**src/verilog/seq_pkg.sv**
```systemverilog
// constants and types shared by the interrupt entry/return sequencer
package seq_pkg;

    // ********************************************************
    // widths
    // ********************************************************
    localparam int PC_WIDTH = 16;
    localparam int PHASE_W = 3;

    // ********************************************************
    // sequence lengths in clock cycles
    // ********************************************************
    localparam logic [PHASE_W-1:0] ENTRY_LEN = 3'h4;
    localparam logic [PHASE_W-1:0] JUMP_LEN = 3'h3;
    localparam logic [PHASE_W-1:0] WAKE_EXTRA_LEN = 3'h4;
    localparam logic [PHASE_W-1:0] RETURN_LEN = 3'h4;

    // ********************************************************
    // phases inside each sequence
    // ********************************************************
    localparam logic [PHASE_W-1:0] PH_PUSH_LO = 3'h0;
    localparam logic [PHASE_W-1:0] PH_PUSH_HI = 3'h1;
    localparam logic [PHASE_W-1:0] PH_VECTOR = 3'h2;
    localparam logic [PHASE_W-1:0] PH_JUMP_LOAD = 3'h1;
    localparam logic [PHASE_W-1:0] PH_POP_HI = 3'h0;
    localparam logic [PHASE_W-1:0] PH_POP_LO = 3'h1;
    localparam logic [PHASE_W-1:0] PH_RET_LOAD = 3'h2;
    localparam logic [PHASE_W-1:0] PH_RET_DONE = 3'h3;

    // ********************************************************
    // stack and reset values
    // ********************************************************
    localparam int SP_STEP = 2;
    localparam logic [PC_WIDTH-1:0] SP_RESET = 16'h0000;
    localparam logic [PC_WIDTH-1:0] PC_RESET = 16'h0000;
    localparam logic GIE_RESET = 1'h0;

    // ********************************************************
    // sequencer states
    // ********************************************************
    typedef enum logic [2:0] {
        ST_IDLE = 3'b000,
        ST_ENTRY = 3'b001,
        ST_JUMP = 3'b010,
        ST_WAKE_WAIT = 3'b011,
        ST_WAKE_EXTRA = 3'b100,
        ST_RETURN = 3'b101
    } seq_state_t;

endpackage : seq_pkg
```
**src/verilog/phase_if.sv**
```systemverilog
// phase counter link between sequencer and its timer
`timescale 1ns/1ps
`default_nettype none
interface phase_if import seq_pkg::*; ();
    logic load;
    logic [PHASE_W-1:0] load_value;
    logic [PHASE_W-1:0] remaining;
    modport timer (input load, input load_value, output remaining);
    modport user (output load, output load_value, input remaining);
endinterface : phase_if
`default_nettype wire

```
**src/verilog/interrupt_sequencer.sv**
```systemverilog
// interrupt acceptance, vector entry, wake-up and return sequencer
`timescale 1ns/1ps
`default_nettype none
module interrupt_sequencer import seq_pkg::*; #(
    parameter int PC_W = PC_WIDTH
) (
    input wire logic clock,
    input wire logic rst,
    input wire logic irq_pending,
    input wire logic [PC_W-1:0] irq_vector,
    input wire logic instr_done,
    input wire logic sei_done,
    input wire logic cli_done,
    input wire logic reti_start,
    input wire logic sleeping,
    input wire logic startup_done,
    input wire logic [PC_W-1:0] pc_current,
    input wire logic [PC_W-1:0] jump_target,
    input wire logic [7:0] stack_rdata,
    input wire logic sp_load,
    input wire logic [PC_W-1:0] sp_wdata,
    output logic core_hold,
    output logic irq_ack,
    output logic pc_load,
    output logic [PC_W-1:0] pc_value,
    output logic handler_start,
    output logic stack_we,
    output logic stack_re,
    output logic [PC_W-1:0] stack_addr,
    output logic [7:0] stack_wdata,
    output logic [PC_W-1:0] stack_pointer,
    output logic global_enable
);

    // ********************************************************
    // state and registers
    // ********************************************************
    seq_state_t state_reg;
    seq_state_t state_next;
    logic gie_reg;
    logic gie_next;
    logic [PC_W-1:0] sp_reg;
    logic [PC_W-1:0] sp_next;
    logic [PC_W-1:0] ret_pc_reg;
    logic [PC_W-1:0] ret_pc_next;
    logic [PC_W-1:0] vector_reg;
    logic [PC_W-1:0] vector_next;
    logic [7:0] pop_hi_reg;
    logic [7:0] pop_hi_next;
    logic core_hold_reg;
    logic irq_ack_reg;
    logic pc_load_reg;
    logic [PC_W-1:0] pc_value_reg;
    logic [PC_W-1:0] pc_value_next;
    logic handler_start_reg;
    logic stack_we_reg;
    logic stack_re_reg;
    logic [PC_W-1:0] stack_addr_reg;
    logic [PC_W-1:0] stack_addr_next;
    logic [7:0] stack_wdata_reg;
    logic [7:0] stack_wdata_next;

    // ********************************************************
    // phase timer
    // ********************************************************
    phase_if ph ();

    phase_timer u_timer (
        .clock(clock),
        .rst(rst),
        .ph(ph.timer)
    );

    wire logic [PHASE_W-1:0] cur_len;
    wire logic [PHASE_W-1:0] next_len;
    wire logic [PHASE_W-1:0] phase;
    wire logic seq_last;

    assign cur_len = (state_reg == ST_JUMP) ? JUMP_LEN
        : (state_reg == ST_WAKE_EXTRA) ? WAKE_EXTRA_LEN
        : (state_reg == ST_RETURN) ? RETURN_LEN : ENTRY_LEN;
    assign next_len = (state_next == ST_JUMP) ? JUMP_LEN
        : (state_next == ST_WAKE_EXTRA) ? WAKE_EXTRA_LEN
        : (state_next == ST_RETURN) ? RETURN_LEN : ENTRY_LEN;
    assign phase = PHASE_W'(cur_len - 3'h1 - ph.remaining);
    assign seq_last = ph.remaining == {PHASE_W{1'b0}};
    assign ph.load = (state_next != state_reg) && (state_next != ST_IDLE)
        && (state_next != ST_WAKE_WAIT);
    assign ph.load_value = next_len;

    // ********************************************************
    // acceptance decode
    // ********************************************************
    wire logic in_idle;
    wire logic take_return;
    wire logic accept_now;
    wire logic wake_now;
    wire logic start_entry;
    wire logic sei_now;
    wire logic cli_now;
    wire logic sp_write;

    assign in_idle = state_reg == ST_IDLE;
    assign take_return = in_idle && reti_start;
    // global enable as set before this boundary, so a sei boundary that
    // finds it clear never accepts
    assign accept_now = in_idle && !reti_start && instr_done
        && irq_pending && gie_reg;
    assign wake_now = in_idle && !reti_start && !instr_done && sleeping
        && irq_pending && gie_reg;
    assign start_entry = accept_now || wake_now;
    assign sei_now = in_idle && sei_done;
    assign cli_now = in_idle && cli_done;
    assign sp_write = in_idle && sp_load;

    // ********************************************************
    // sequence actions
    // ********************************************************
    wire logic in_entry;
    wire logic in_return;
    wire logic push_lo;
    wire logic push_hi;
    wire logic entry_vector;
    wire logic jump_load;
    wire logic pop_hi;
    wire logic pop_lo;
    wire logic ret_load;
    wire logic ret_done;
    wire logic pc_load_now;
    wire logic push_now;
    wire logic pop_now;

    assign in_entry = state_reg == ST_ENTRY;
    assign in_return = state_reg == ST_RETURN;
    assign push_lo = in_entry && (phase == PH_PUSH_LO);
    assign push_hi = in_entry && (phase == PH_PUSH_HI);
    assign entry_vector = in_entry && (phase == PH_VECTOR);
    assign jump_load = (state_reg == ST_JUMP)
        && (phase == PH_JUMP_LOAD);
    assign pop_hi = in_return && (phase == PH_POP_HI);
    assign pop_lo = in_return && (phase == PH_POP_LO);
    assign ret_load = in_return && (phase == PH_RET_LOAD);
    assign ret_done = in_return && (phase == PH_RET_DONE);
    assign pc_load_now = entry_vector || jump_load || ret_load;
    assign push_now = push_lo || push_hi;
    assign pop_now = pop_hi || pop_lo;

    // ********************************************************
    // state machine
    // ********************************************************
    always_comb begin
        state_next = state_reg;
        case (state_reg)
            ST_IDLE: begin
                if (take_return) begin
                    state_next = ST_RETURN;
                end else if (accept_now) begin
                    state_next = ST_ENTRY;
                end else if (wake_now) begin
                    state_next = ST_WAKE_WAIT;
                end
            end
            ST_WAKE_WAIT: begin
                if (startup_done) begin
                    state_next = ST_WAKE_EXTRA;
                end
            end
            ST_WAKE_EXTRA: begin
                if (seq_last) begin
                    state_next = ST_ENTRY;
                end
            end
            ST_ENTRY: begin
                if (seq_last) begin
                    state_next = ST_JUMP;
                end
            end
            ST_JUMP: begin
                if (seq_last) begin
                    state_next = ST_IDLE;
                end
            end
            ST_RETURN: begin
                if (seq_last) begin
                    state_next = ST_IDLE;
                end
            end
            default: begin
                state_next = ST_IDLE;
            end
        endcase
    end

    // ********************************************************
    // global enable and stack pointer
    // ********************************************************
    assign gie_next = push_hi ? 1'b0
        : ret_done ? 1'b1
        : sei_now ? 1'b1
        : cli_now ? 1'b0 : gie_reg;
    assign sp_next = push_hi ? PC_W'(sp_reg - PC_W'(SP_STEP))
        : ret_done ? PC_W'(sp_reg + PC_W'(SP_STEP))
        : sp_write ? sp_wdata : sp_reg;

    // ********************************************************
    // captured addresses and popped byte
    // ********************************************************
    assign ret_pc_next = start_entry ? pc_current : ret_pc_reg;
    assign vector_next = start_entry ? irq_vector : vector_reg;
    assign pop_hi_next = pop_lo ? stack_rdata : pop_hi_reg;

    // ********************************************************
    // output values for the next cycle
    // ********************************************************
    assign stack_addr_next = push_lo ? sp_reg
        : push_hi ? PC_W'(sp_reg - PC_W'(1))
        : pop_hi ? PC_W'(sp_reg + PC_W'(1))
        : pop_lo ? PC_W'(sp_reg + PC_W'(SP_STEP)) : stack_addr_reg;
    assign stack_wdata_next = push_lo ? ret_pc_reg[7:0]
        : push_hi ? ret_pc_reg[PC_W-1:PC_W-8] : stack_wdata_reg;
    assign pc_value_next = entry_vector ? vector_reg
        : jump_load ? jump_target
        : ret_load ? {pop_hi_reg, stack_rdata} : pc_value_reg;

    // ********************************************************
    // registers
    // ********************************************************
    always_ff @(posedge clock) begin
        if (rst) begin
            state_reg <= ST_IDLE;
            gie_reg <= GIE_RESET;
            sp_reg <= SP_RESET;
            ret_pc_reg <= PC_RESET;
            vector_reg <= PC_RESET;
            pop_hi_reg <= 8'h00;
        end else begin
            state_reg <= state_next;
            gie_reg <= gie_next;
            sp_reg <= sp_next;
            ret_pc_reg <= ret_pc_next;
            vector_reg <= vector_next;
            pop_hi_reg <= pop_hi_next;
        end
    end

    always_ff @(posedge clock) begin
        if (rst) begin
            core_hold_reg <= 1'b0;
            irq_ack_reg <= 1'b0;
            pc_load_reg <= 1'b0;
            pc_value_reg <= PC_RESET;
            handler_start_reg <= 1'b0;
        end else begin
            core_hold_reg <= state_next != ST_IDLE;
            irq_ack_reg <= start_entry;
            pc_load_reg <= pc_load_now;
            pc_value_reg <= pc_value_next;
            handler_start_reg <= jump_load;
        end
    end

    always_ff @(posedge clock) begin
        if (rst) begin
            stack_we_reg <= 1'b0;
            stack_re_reg <= 1'b0;
            stack_addr_reg <= SP_RESET;
            stack_wdata_reg <= 8'h00;
        end else begin
            stack_we_reg <= push_now;
            stack_re_reg <= pop_now;
            stack_addr_reg <= stack_addr_next;
            stack_wdata_reg <= stack_wdata_next;
        end
    end

    // ********************************************************
    // outputs
    // ********************************************************
    assign core_hold = core_hold_reg;
    assign irq_ack = irq_ack_reg;
    assign pc_load = pc_load_reg;
    assign pc_value = pc_value_reg;
    assign handler_start = handler_start_reg;
    assign stack_we = stack_we_reg;
    assign stack_re = stack_re_reg;
    assign stack_addr = stack_addr_reg;
    assign stack_wdata = stack_wdata_reg;
    assign stack_pointer = sp_reg;
    assign global_enable = gie_reg;

endmodule : interrupt_sequencer
`default_nettype wire

```
**src/verilog/phase_timer.sv**
```systemverilog
// down counter giving the cycles left in a fixed-length sequence
`timescale 1ns/1ps
`default_nettype none
module phase_timer import seq_pkg::*; (
    input wire logic clock,
    input wire logic rst,
    phase_if.timer ph
);

    logic [PHASE_W-1:0] remaining_reg;
    logic [PHASE_W-1:0] remaining_next;
    wire logic counting;

    assign counting = remaining_reg != {PHASE_W{1'b0}};
    assign remaining_next = ph.load ? PHASE_W'(ph.load_value - 3'h1)
        : counting ? PHASE_W'(remaining_reg - 3'h1) : {PHASE_W{1'b0}};
    assign ph.remaining = remaining_reg;

    always_ff @(posedge clock) begin
        if (rst) begin
            remaining_reg <= {PHASE_W{1'b0}};
        end else begin
            remaining_reg <= remaining_next;
        end
    end

endmodule : phase_timer
`default_nettype wire

```
**config.mk**
```make
export PLATFORM = sky130hd
export DESIGN_NAME = interrupt_sequencer
export DESIGN_NICKNAME = d
export VERILOG_FILES = /design/src/verilog/seq_pkg.sv /design/src/verilog/phase_if.sv /design/src/verilog/interrupt_sequencer.sv /design/src/verilog/phase_timer.sv
export SDC_FILE = /design/constraint.sdc
export NUM_CORES = 1
export LEC_CHECK = 0
export ABC_AREA = 1
export BUFFER_PORTS_ARGS = -buffer_cell sky130_fd_sc_hd__buf_2
export CAP_MARGIN = 40
export CORE_ASPECT_RATIO = 1.1
export CORE_MARGIN = 2
export CORE_UTILIZATION = 60
export DETAILED_ROUTE_END_ITERATION = 6
export PLACE_DENSITY = 0.85
export SLEW_MARGIN = 5
export SYNTH_ARGS = -nofsm -noshare
export SYNTH_HDL_FRONTEND = slang
export SYNTH_HIERARCHICAL = 1
export SYNTH_SLANG_ARGS = --single-unit
```
**constraint.sdc**
```tcl
create_clock -name clock -period 4.65 [get_ports clock]
set_input_delay 0.6975 -clock clock [delete_from_list [all_inputs] [get_ports clock]]
set_output_delay 0.6975 -clock clock [all_outputs]
set_load 0.05 [all_outputs]
```
Word-level counts from Yosys, hierarchy flattened

Index checks and enable logic that the tools add are counted.

Muxes and demuxes: 27
Add/subtract/negate cells: 8
Reductions and logical operators: 41
Eq/ne operators: 11

Operators with widths:

| kind                                                  | count |
|---|---|
| 2-to-1 mux 16 bit                                     | 10 |
| 2-to-1 mux 3 bit                                      | 11 |
| logical AND 1 bit                                     | 22 |
| adder 16 x 1 -> 16 bit, second input constant         | 1 |
| adder 16 x 2 -> 16 bit, second input constant         | 1 |
| 2-to-1 mux 8 bit                                      | 2 |
| subtractor 16 x 1 -> 16 bit, second input constant    | 1 |
| subtractor 16 x 2 -> 16 bit, second input constant    | 1 |
| == test 3 x 2 -> 1 bit, second input constant         | 5 |
| case mux 3 bit (5 select lines)                       | 1 |
| nonzero test 3 bit                                    | 5 |
| zero test 3 bit                                       | 3 |
| subtractor 3 x 1 -> 3 bit, second input constant      | 3 |
| == test 3 x 1 -> 1 bit, second input constant         | 2 |
| == test 3 bit, second input constant                  | 2 |
| logical OR 1 bit                                      | 5 |
| nonzero test 4 bit                                    | 1 |
| OR reduction 2 bit                                    | 2 |
| 2-to-1 mux 1 bit                                      | 3 |
| inequality test 3 x 2 -> 1 bit, second input constant | 1 |
| inequality test 3 bit                                 | 1 |
| subtractor 3 bit                                      | 1 |
| zero test 1 bit                                       | 2 |
| nonzero test 2 bit                                    | 1 |

Bits of input ports: 82
Register bits after elaboration: 109
Output and inout bits: 63

Logic depth before layout (Yosys ltp)

Depth after elaboration: 14
Depth in mapped cells: 22

Cells and area by module

Netlist, hierarchy kept.

Modules (own cells, without submodules):

| module              | seq. area each (um2) | times used | area each (um2) | cells each |
|---|---|---|---|---|
| interrupt_sequencer | 2122.0               | 1          | 6411.1          | 1011 |
| phase_timer         | 60.1                 | 1          | 202.7           | 29 |

Worst setup path before layout

Ideal clock, no wire load.

Path type: reg2reg
Start: register state_reg[1]
End: register pc_value_reg[10], in the netlist pc_value[10]
Setup slack: 1.739 ns
Stages on the path, launching flop included: 19
Clock period less this slack: 2.911 ns
Arrival: 2.792 ns
Data required time: 4.530 ns
Path through: dfxtp_1 -> buf_4 -> nand2_2 -> nor2_2 -> buf_6 -> clkbuf_1 -> ha_1 -> inv_1 -> fa_1 -> nand2_1 -> inv_1 -> nand2_4 -> inv_4 -> nand2_4 -> nand2_1 -> nor2_4 -> buf_4 -> nand2_1 -> nand2_1

Cells in the longest elaborated chain, start to end: 8

Ends and longest elaborated chain:

| what                      | RTL line                                              | RTL |
|---|---|---|
| from (decl)               | interrupt_sequencer.sv:38                             | `seq_state_t state_reg;` |
| from (signal assigned)    | interrupt_sequencer.sv:237                            | `state_reg <= state_next;` |
| == test 3 x 2 -> 1 bit    | interrupt_sequencer.sv:79, interrupt_sequencer.sv:138 |  |
| 2-to-1 mux 3 bit          | interrupt_sequencer.sv:79                             | `assign cur_len = (state_reg == ST_JUMP) ? JUMP_LEN` |
| subtractor 3 x 1 -> 3 bit | interrupt_sequencer.sv:85                             | `assign phase = PHASE_W'(cur_len - 3'h1 - ph.remaining);` |
| subtractor 3 bit          | interrupt_sequencer.sv:85                             |  |
| == test 3 x 1 -> 1 bit    | interrupt_sequencer.sv:139                            | `&& (phase == PH_JUMP_LOAD);` |
| logical AND 1 bit         | interrupt_sequencer.sv:139                            |  |
| 2-to-1 mux 16 bit         | interrupt_sequencer.sv:222                            | `: jump_load ? jump_target` |
| 2-to-1 mux 16 bit         | interrupt_sequencer.sv:221                            | `assign pc_value_next = entry_vector ? vector_reg` |
| to (signal assigned)      | interrupt_sequencer.sv:257                            | `pc_value_reg <= pc_value_next;` |
| to (decl)                 | interrupt_sequencer.sv:53                             | `logic [PC_W-1:0] pc_value_reg;` |

Parallel ways exist; a longest one is shown, timed or not.
A chain may end at the register's enable or synchronous reset.

Worst setup path after layout

Start: register state_reg[1]
End: register sp_reg[5], in the netlist stack_pointer[5]

Cells in the longest elaborated chain, start to end: 8

Ends and longest elaborated chain:

| what                      | RTL line                   | RTL |
|---|---|---|
| == test 3 x 2 -> 1 bit    | interrupt_sequencer.sv:79  |  |
| 2-to-1 mux 3 bit          | interrupt_sequencer.sv:79  |  |
| subtractor 3 x 1 -> 3 bit | interrupt_sequencer.sv:85  |  |
| subtractor 3 bit          | interrupt_sequencer.sv:85  |  |
| == test 3 x 2 -> 1 bit    | interrupt_sequencer.sv:143 | `assign ret_done = in_return && (phase == PH_RET_DONE);` |
| logical AND 1 bit         | interrupt_sequencer.sv:143 |  |
| 2-to-1 mux 16 bit         | interrupt_sequencer.sv:202 | `: ret_done ? PC_W'(sp_reg + PC_W'(SP_STEP))` |
| 2-to-1 mux 16 bit         | interrupt_sequencer.sv:201 | `assign sp_next = push_hi ? PC_W'(sp_reg - PC_W'(SP_STEP))` |
| to (signal assigned)      | interrupt_sequencer.sv:239 | `sp_reg <= sp_next;` |
| to (decl)                 | interrupt_sequencer.sv:42  | `logic [PC_W-1:0] sp_reg;` |

Parallel ways exist; a longest one is shown, timed or not.

==> impl_results.rst <==
.. list-table::
   :header-rows: 1

   * - Metric
     - Value
   * - # port buffers
     - 144
   * - Register bit count reported by yosys
     - roughly 110
   * - FF+latch area
     - between 0.002 and 0.0025 mm²
   * - Area of the mapped netlist
     - 0.006614 mm²
   * - PostCTS Resize Cnt
     - 0
   * - Setup WS pre-CTS
     - 1502 ps
   * - Synth Area in Simple Gates
     - 0.3765
   * - Cell taking the most area after synthesis
     - sky130_fd_sc_hd__dfxtp_1
   * - GPL Wtd Cong
     - ~0.96
   * - Clock Power Share
     - 0.198
   * - Main combinational cell family by area after synthesis
     - simple AND/OR/NAND/NOR gates
   * - Synthesized netlist net count
     - ~1100
   * - Peak ir drop on the vdd network
     - 368.8 µV
   * - Number of inserted diodes
     - 0
   * - Row count
     - 40
   * - Post-route worst setup slack
     - roughly 1400 ps
   * - Critical Path End Type
     - register
   * - Worst-margin pin slew
     - approximately 750 ps
   * - Synthesis-to-layout area growth
     - 14.62%
   * - Synthesis warning total
     - 6
   * - Wirelength per Cell
     - about 14 µm
   * - Arr. time, crit path
     - 3460 ps
   * - Post-synthesis share of cell area spent on xor and xnor gates
     - 0.03046
   * - Distinct cell type count after synthesis
     - 38
   * - Clock latency at the later pin of the worst-skew pair
     - 350 ps
   * - CTS buffer count
     - 9
   * - Setup total negative slack
     - 0 ps
   * - Final routed DRC violation total
     - 0
   * - Worst setup SP type
     - register
   * - Overflow left after global routing
     - 0
   * - Number of vias in the routed layout
     - around 7100
   * - Sequential power share
     - 0.320
   * - Total routed wirelength
     - around 18000 µm
   * - Buffer type at the clock tree root
     - sky130_fd_sc_hd__clkbuf_16
   * - Die Width
     - between 100 and 150 µm
   * - H-tree depth
     - 3
   * - Number of clock sinks
     - between 100 and 150
   * - Ratio of cells with drive above 1 in the final layout
     - 0.1764
   * - Number of global-route vias before repair
     - roughly 6200
   * - Number of antenna violations at the first check in global routing
     - 0
   * - Final worst-path cycle share
     - 0.6934
   * - Total cell area at the placement stage
     - ~0.0073 mm²
   * - Height of the chip
     - about 110 µm
   * - Mux contribution to synthesized area
     - 0
   * - Clock tree from TritonCTS
     - yes
   * - Post-Synthesis Cells
     - 1040
   * - Antenna Nets Post-Route
     - 0
   * - Minimum clock period after layout
     - 3224 ps
   * - Wire length of the first global-routing pass
     - about 30000 µm
   * - Power share of the combinational group
     - 0.482
   * - Top cells by count, synth
     - sky130_fd_sc_hd__nand2_1 (301), sky130_fd_sc_hd__nor2_1 (121), sky130_fd_sc_hd__dfxtp_1 (109)
   * - DIE AREA
     - approximately 0.012 mm²
   * - Drt first-iter violations
     - between 500 and 600
   * - Clock slew at the register clock pins of the worst setup and hold paths
     - about 80 ps
   * - Complex-gate fraction of the synthesized area
     - 0.1415
   * - Post-synth ARST share
     - 0
   * - Starting density of the core
     - 0.6118
   * - Top Ports
     - 145
   * - Sequential area share after synthesis
     - 0.3299
   * - Worst max-slew margin expressed relative to the limit
     - 0.5006
   * - Area share of the largest cell type after synthesis
     - 0.3299
   * - Leakage Power
     - approximately 3.8 nW
   * - # hold bufs at CTS
     - 0
   * - RSZ-0062 raised after global routing
     - no
   * - Number of nets at the end of the flow
     - 1238
   * - Worst Path Class, Setup
     - register to register
   * - Synth area leaders
     - sky130_fd_sc_hd__dfxtp_1 (33%), sky130_fd_sc_hd__nand2_1 (17%), sky130_fd_sc_hd__nand3_1 (8.0%)
   * - Fin. max-slew vios
     - 0
   * - Net switching power figure
     - slightly below 2 mW
   * - Setup-violating endpoint count in the final report
     - 0
   * - Worst Skew
     - between 6 and 7 ps
   * - Mean Syn Cell Area
     - between 6 and 7 µm²
   * - Adder and majority gate portion of the synthesized area
     - 0.02005
   * - Pin count of the biggest net entering global routing
     - 44
   * - Gr usage total
     - 0.3009
   * - Number of synthesized flops with an enable pin
     - 0
   * - Most frequently used flop master after synthesis
     - sky130_fd_sc_hd__dfxtp_1
   * - Internal
     - approximately 2 mW
   * - Highest fanout seen on the critical path
     - 35
   * - Switching share of power
     - 0.4925
   * - Area occupied by multi-input gates
     - 0.003766 mm²
   * - First-pass iteration count of the detailed router
     - 5
   * - Core ar.
     - around 0.011 mm²
   * - Outcome
     - completed
   * - Max-Cap Viols
     - 0
   * - Power Dens Cells
     - between 500 and 600 mW/mm²
   * - Fin. Hold Viols
     - 0
   * - Most used standard cell by instance count after synthesis
     - sky130_fd_sc_hd__nand2_1
   * - Filler Cells Inserted
     - just under 1000
   * - Vias per Instance
     - ~5.5
   * - Top achievable clock speed
     - just over 300 MHz
   * - Required time of the critical path
     - between 4000 and 5000 ps
   * - Min-Delay Path Class
     - register to register
   * - Maximum count of clock buffers along a single path
     - 2
   * - Hpwl dp
     - 12840 µm
   * - Post-CTS Setup Repair Bufs
     - 0
   * - Post-route cell area
     - ~0.0076 mm²
through the flow:
stage	power, mW	hold slack (ps)	instances	util
finish	3.927	450.8	1298	0.7013
global route	4.187	465.5	1298	0.7013
CTS	3.898	450.7	1298	0.7013
detailed placement	3.128	436.2	1282	0.6734
global placement	3.099	434.5	1281	0.6720
floorplan	2.747	423.8	1040	-
per-layer routing:
| layer | share of wire | up-vias | GRT usage |
|---|---|---|---|
| met3 | 0.095 | 43 | 0.05009 |
| met2 | 0.45 | 362 | 0.4934 |
| met5 | 0 | - | 0 |
| met1 | 0.42 | 3159 | 0.4003 |
| met4 | 0.028 | 0 | 0.1162 |
| li1 | - | 3551 | - |
cells in the final DEF (no fill, tap or decap), types with 2 or more instances in the layout:
cell type	synthesis	final
sky130_fd_sc_hd__a21oi_1	52	52
sky130_fd_sc_hd__buf_2	22	144
sky130_fd_sc_hd__buf_4	7	3
sky130_fd_sc_hd__clkbuf_16	0	9
sky130_fd_sc_hd__clkinvlp_4	0	2
sky130_fd_sc_hd__dfxtp_1	109	109
sky130_fd_sc_hd__ha_1	9	9
sky130_fd_sc_hd__inv_1	92	92
sky130_fd_sc_hd__inv_2	9	9
sky130_fd_sc_hd__inv_8	0	2
sky130_fd_sc_hd__nand2_1	301	301
sky130_fd_sc_hd__nand2_2	7	7
sky130_fd_sc_hd__nand2_4	3	3
sky130_fd_sc_hd__nand3_1	106	106
sky130_fd_sc_hd__nand3_2	3	3
sky130_fd_sc_hd__nand4_1	11	11
sky130_fd_sc_hd__nor2_1	121	121
sky130_fd_sc_hd__nor2_2	2	2
sky130_fd_sc_hd__nor2_4	8	8
sky130_fd_sc_hd__nor3_1	5	5
sky130_fd_sc_hd__nor3_2	2	2
sky130_fd_sc_hd__o211ai_1	22	22
sky130_fd_sc_hd__o21a_1	5	5
sky130_fd_sc_hd__o21ai_0	84	84
sky130_fd_sc_hd__o21ai_1	2	2
sky130_fd_sc_hd__xnor2_1	3	3
sky130_fd_sc_hd__xor2_1	20	20
final cells by class:
class / count / share of cell area
multi-input cells: 775 / 0.4968
clock inverters: 6 / 0.008252
clock buffers: 10 / 0.03152
repair buffers: 148 / 0.1000
well taps: 147 / 0.02426
inverters: 103 / 0.05133
flip-flops and latches: 109 / 0.2878
power groups by stage:
stage / sequential (mW) / combinational (mW) / clock, mW
finish: 1.26 / 1.89 / 0.777
global route: 1.27 / 2.09 / 0.822
CTS: 1.25 / 1.87 / 0.780
detailed placement: 1.27 / 1.86 / 0
global placement: 1.27 / 1.83 / 0
floorplan: 1.47 / 1.28 / 0
logic make-up after synthesis:
family | after synthesis
AOI/OAI and AO/OA | 169
xor gates and xnor gates | 23
adders and majority gates | 10
buffers and inverters | 156
DFF | 109
and+or+nand+nor | 573
worst max-delay path: stages (launching register included):
cell                      delay, ps
sky130_fd_sc_hd__dfxtp_1        560
sky130_fd_sc_hd__nand2_2        110
sky130_fd_sc_hd__nor2_2         110
sky130_fd_sc_hd__ha_1           150
sky130_fd_sc_hd__inv_1           40
sky130_fd_sc_hd__fa_1           640
sky130_fd_sc_hd__nand2_1         80
sky130_fd_sc_hd__inv_1          160
sky130_fd_sc_hd__nand3_4        370
sky130_fd_sc_hd__inv_2          520
sky130_fd_sc_hd__nand3_1        130
sky130_fd_sc_hd__o21ai_0        130
sky130_fd_sc_hd__a21oi_1        100
worst paths after layout:
check	start	to	slack, ps	cells after the start
setup / recovery	state_reg[1]	stack_pointer[5]	1430	12
hold / removal	pc_value[1]	pc_value[1]	450	2
setup reg to reg	state_reg[1]	stack_pointer[5]	1430	12
hold reg to reg	pc_value[1]	pc_value[1]	450	2
Power figures use the tool's default switching activity.
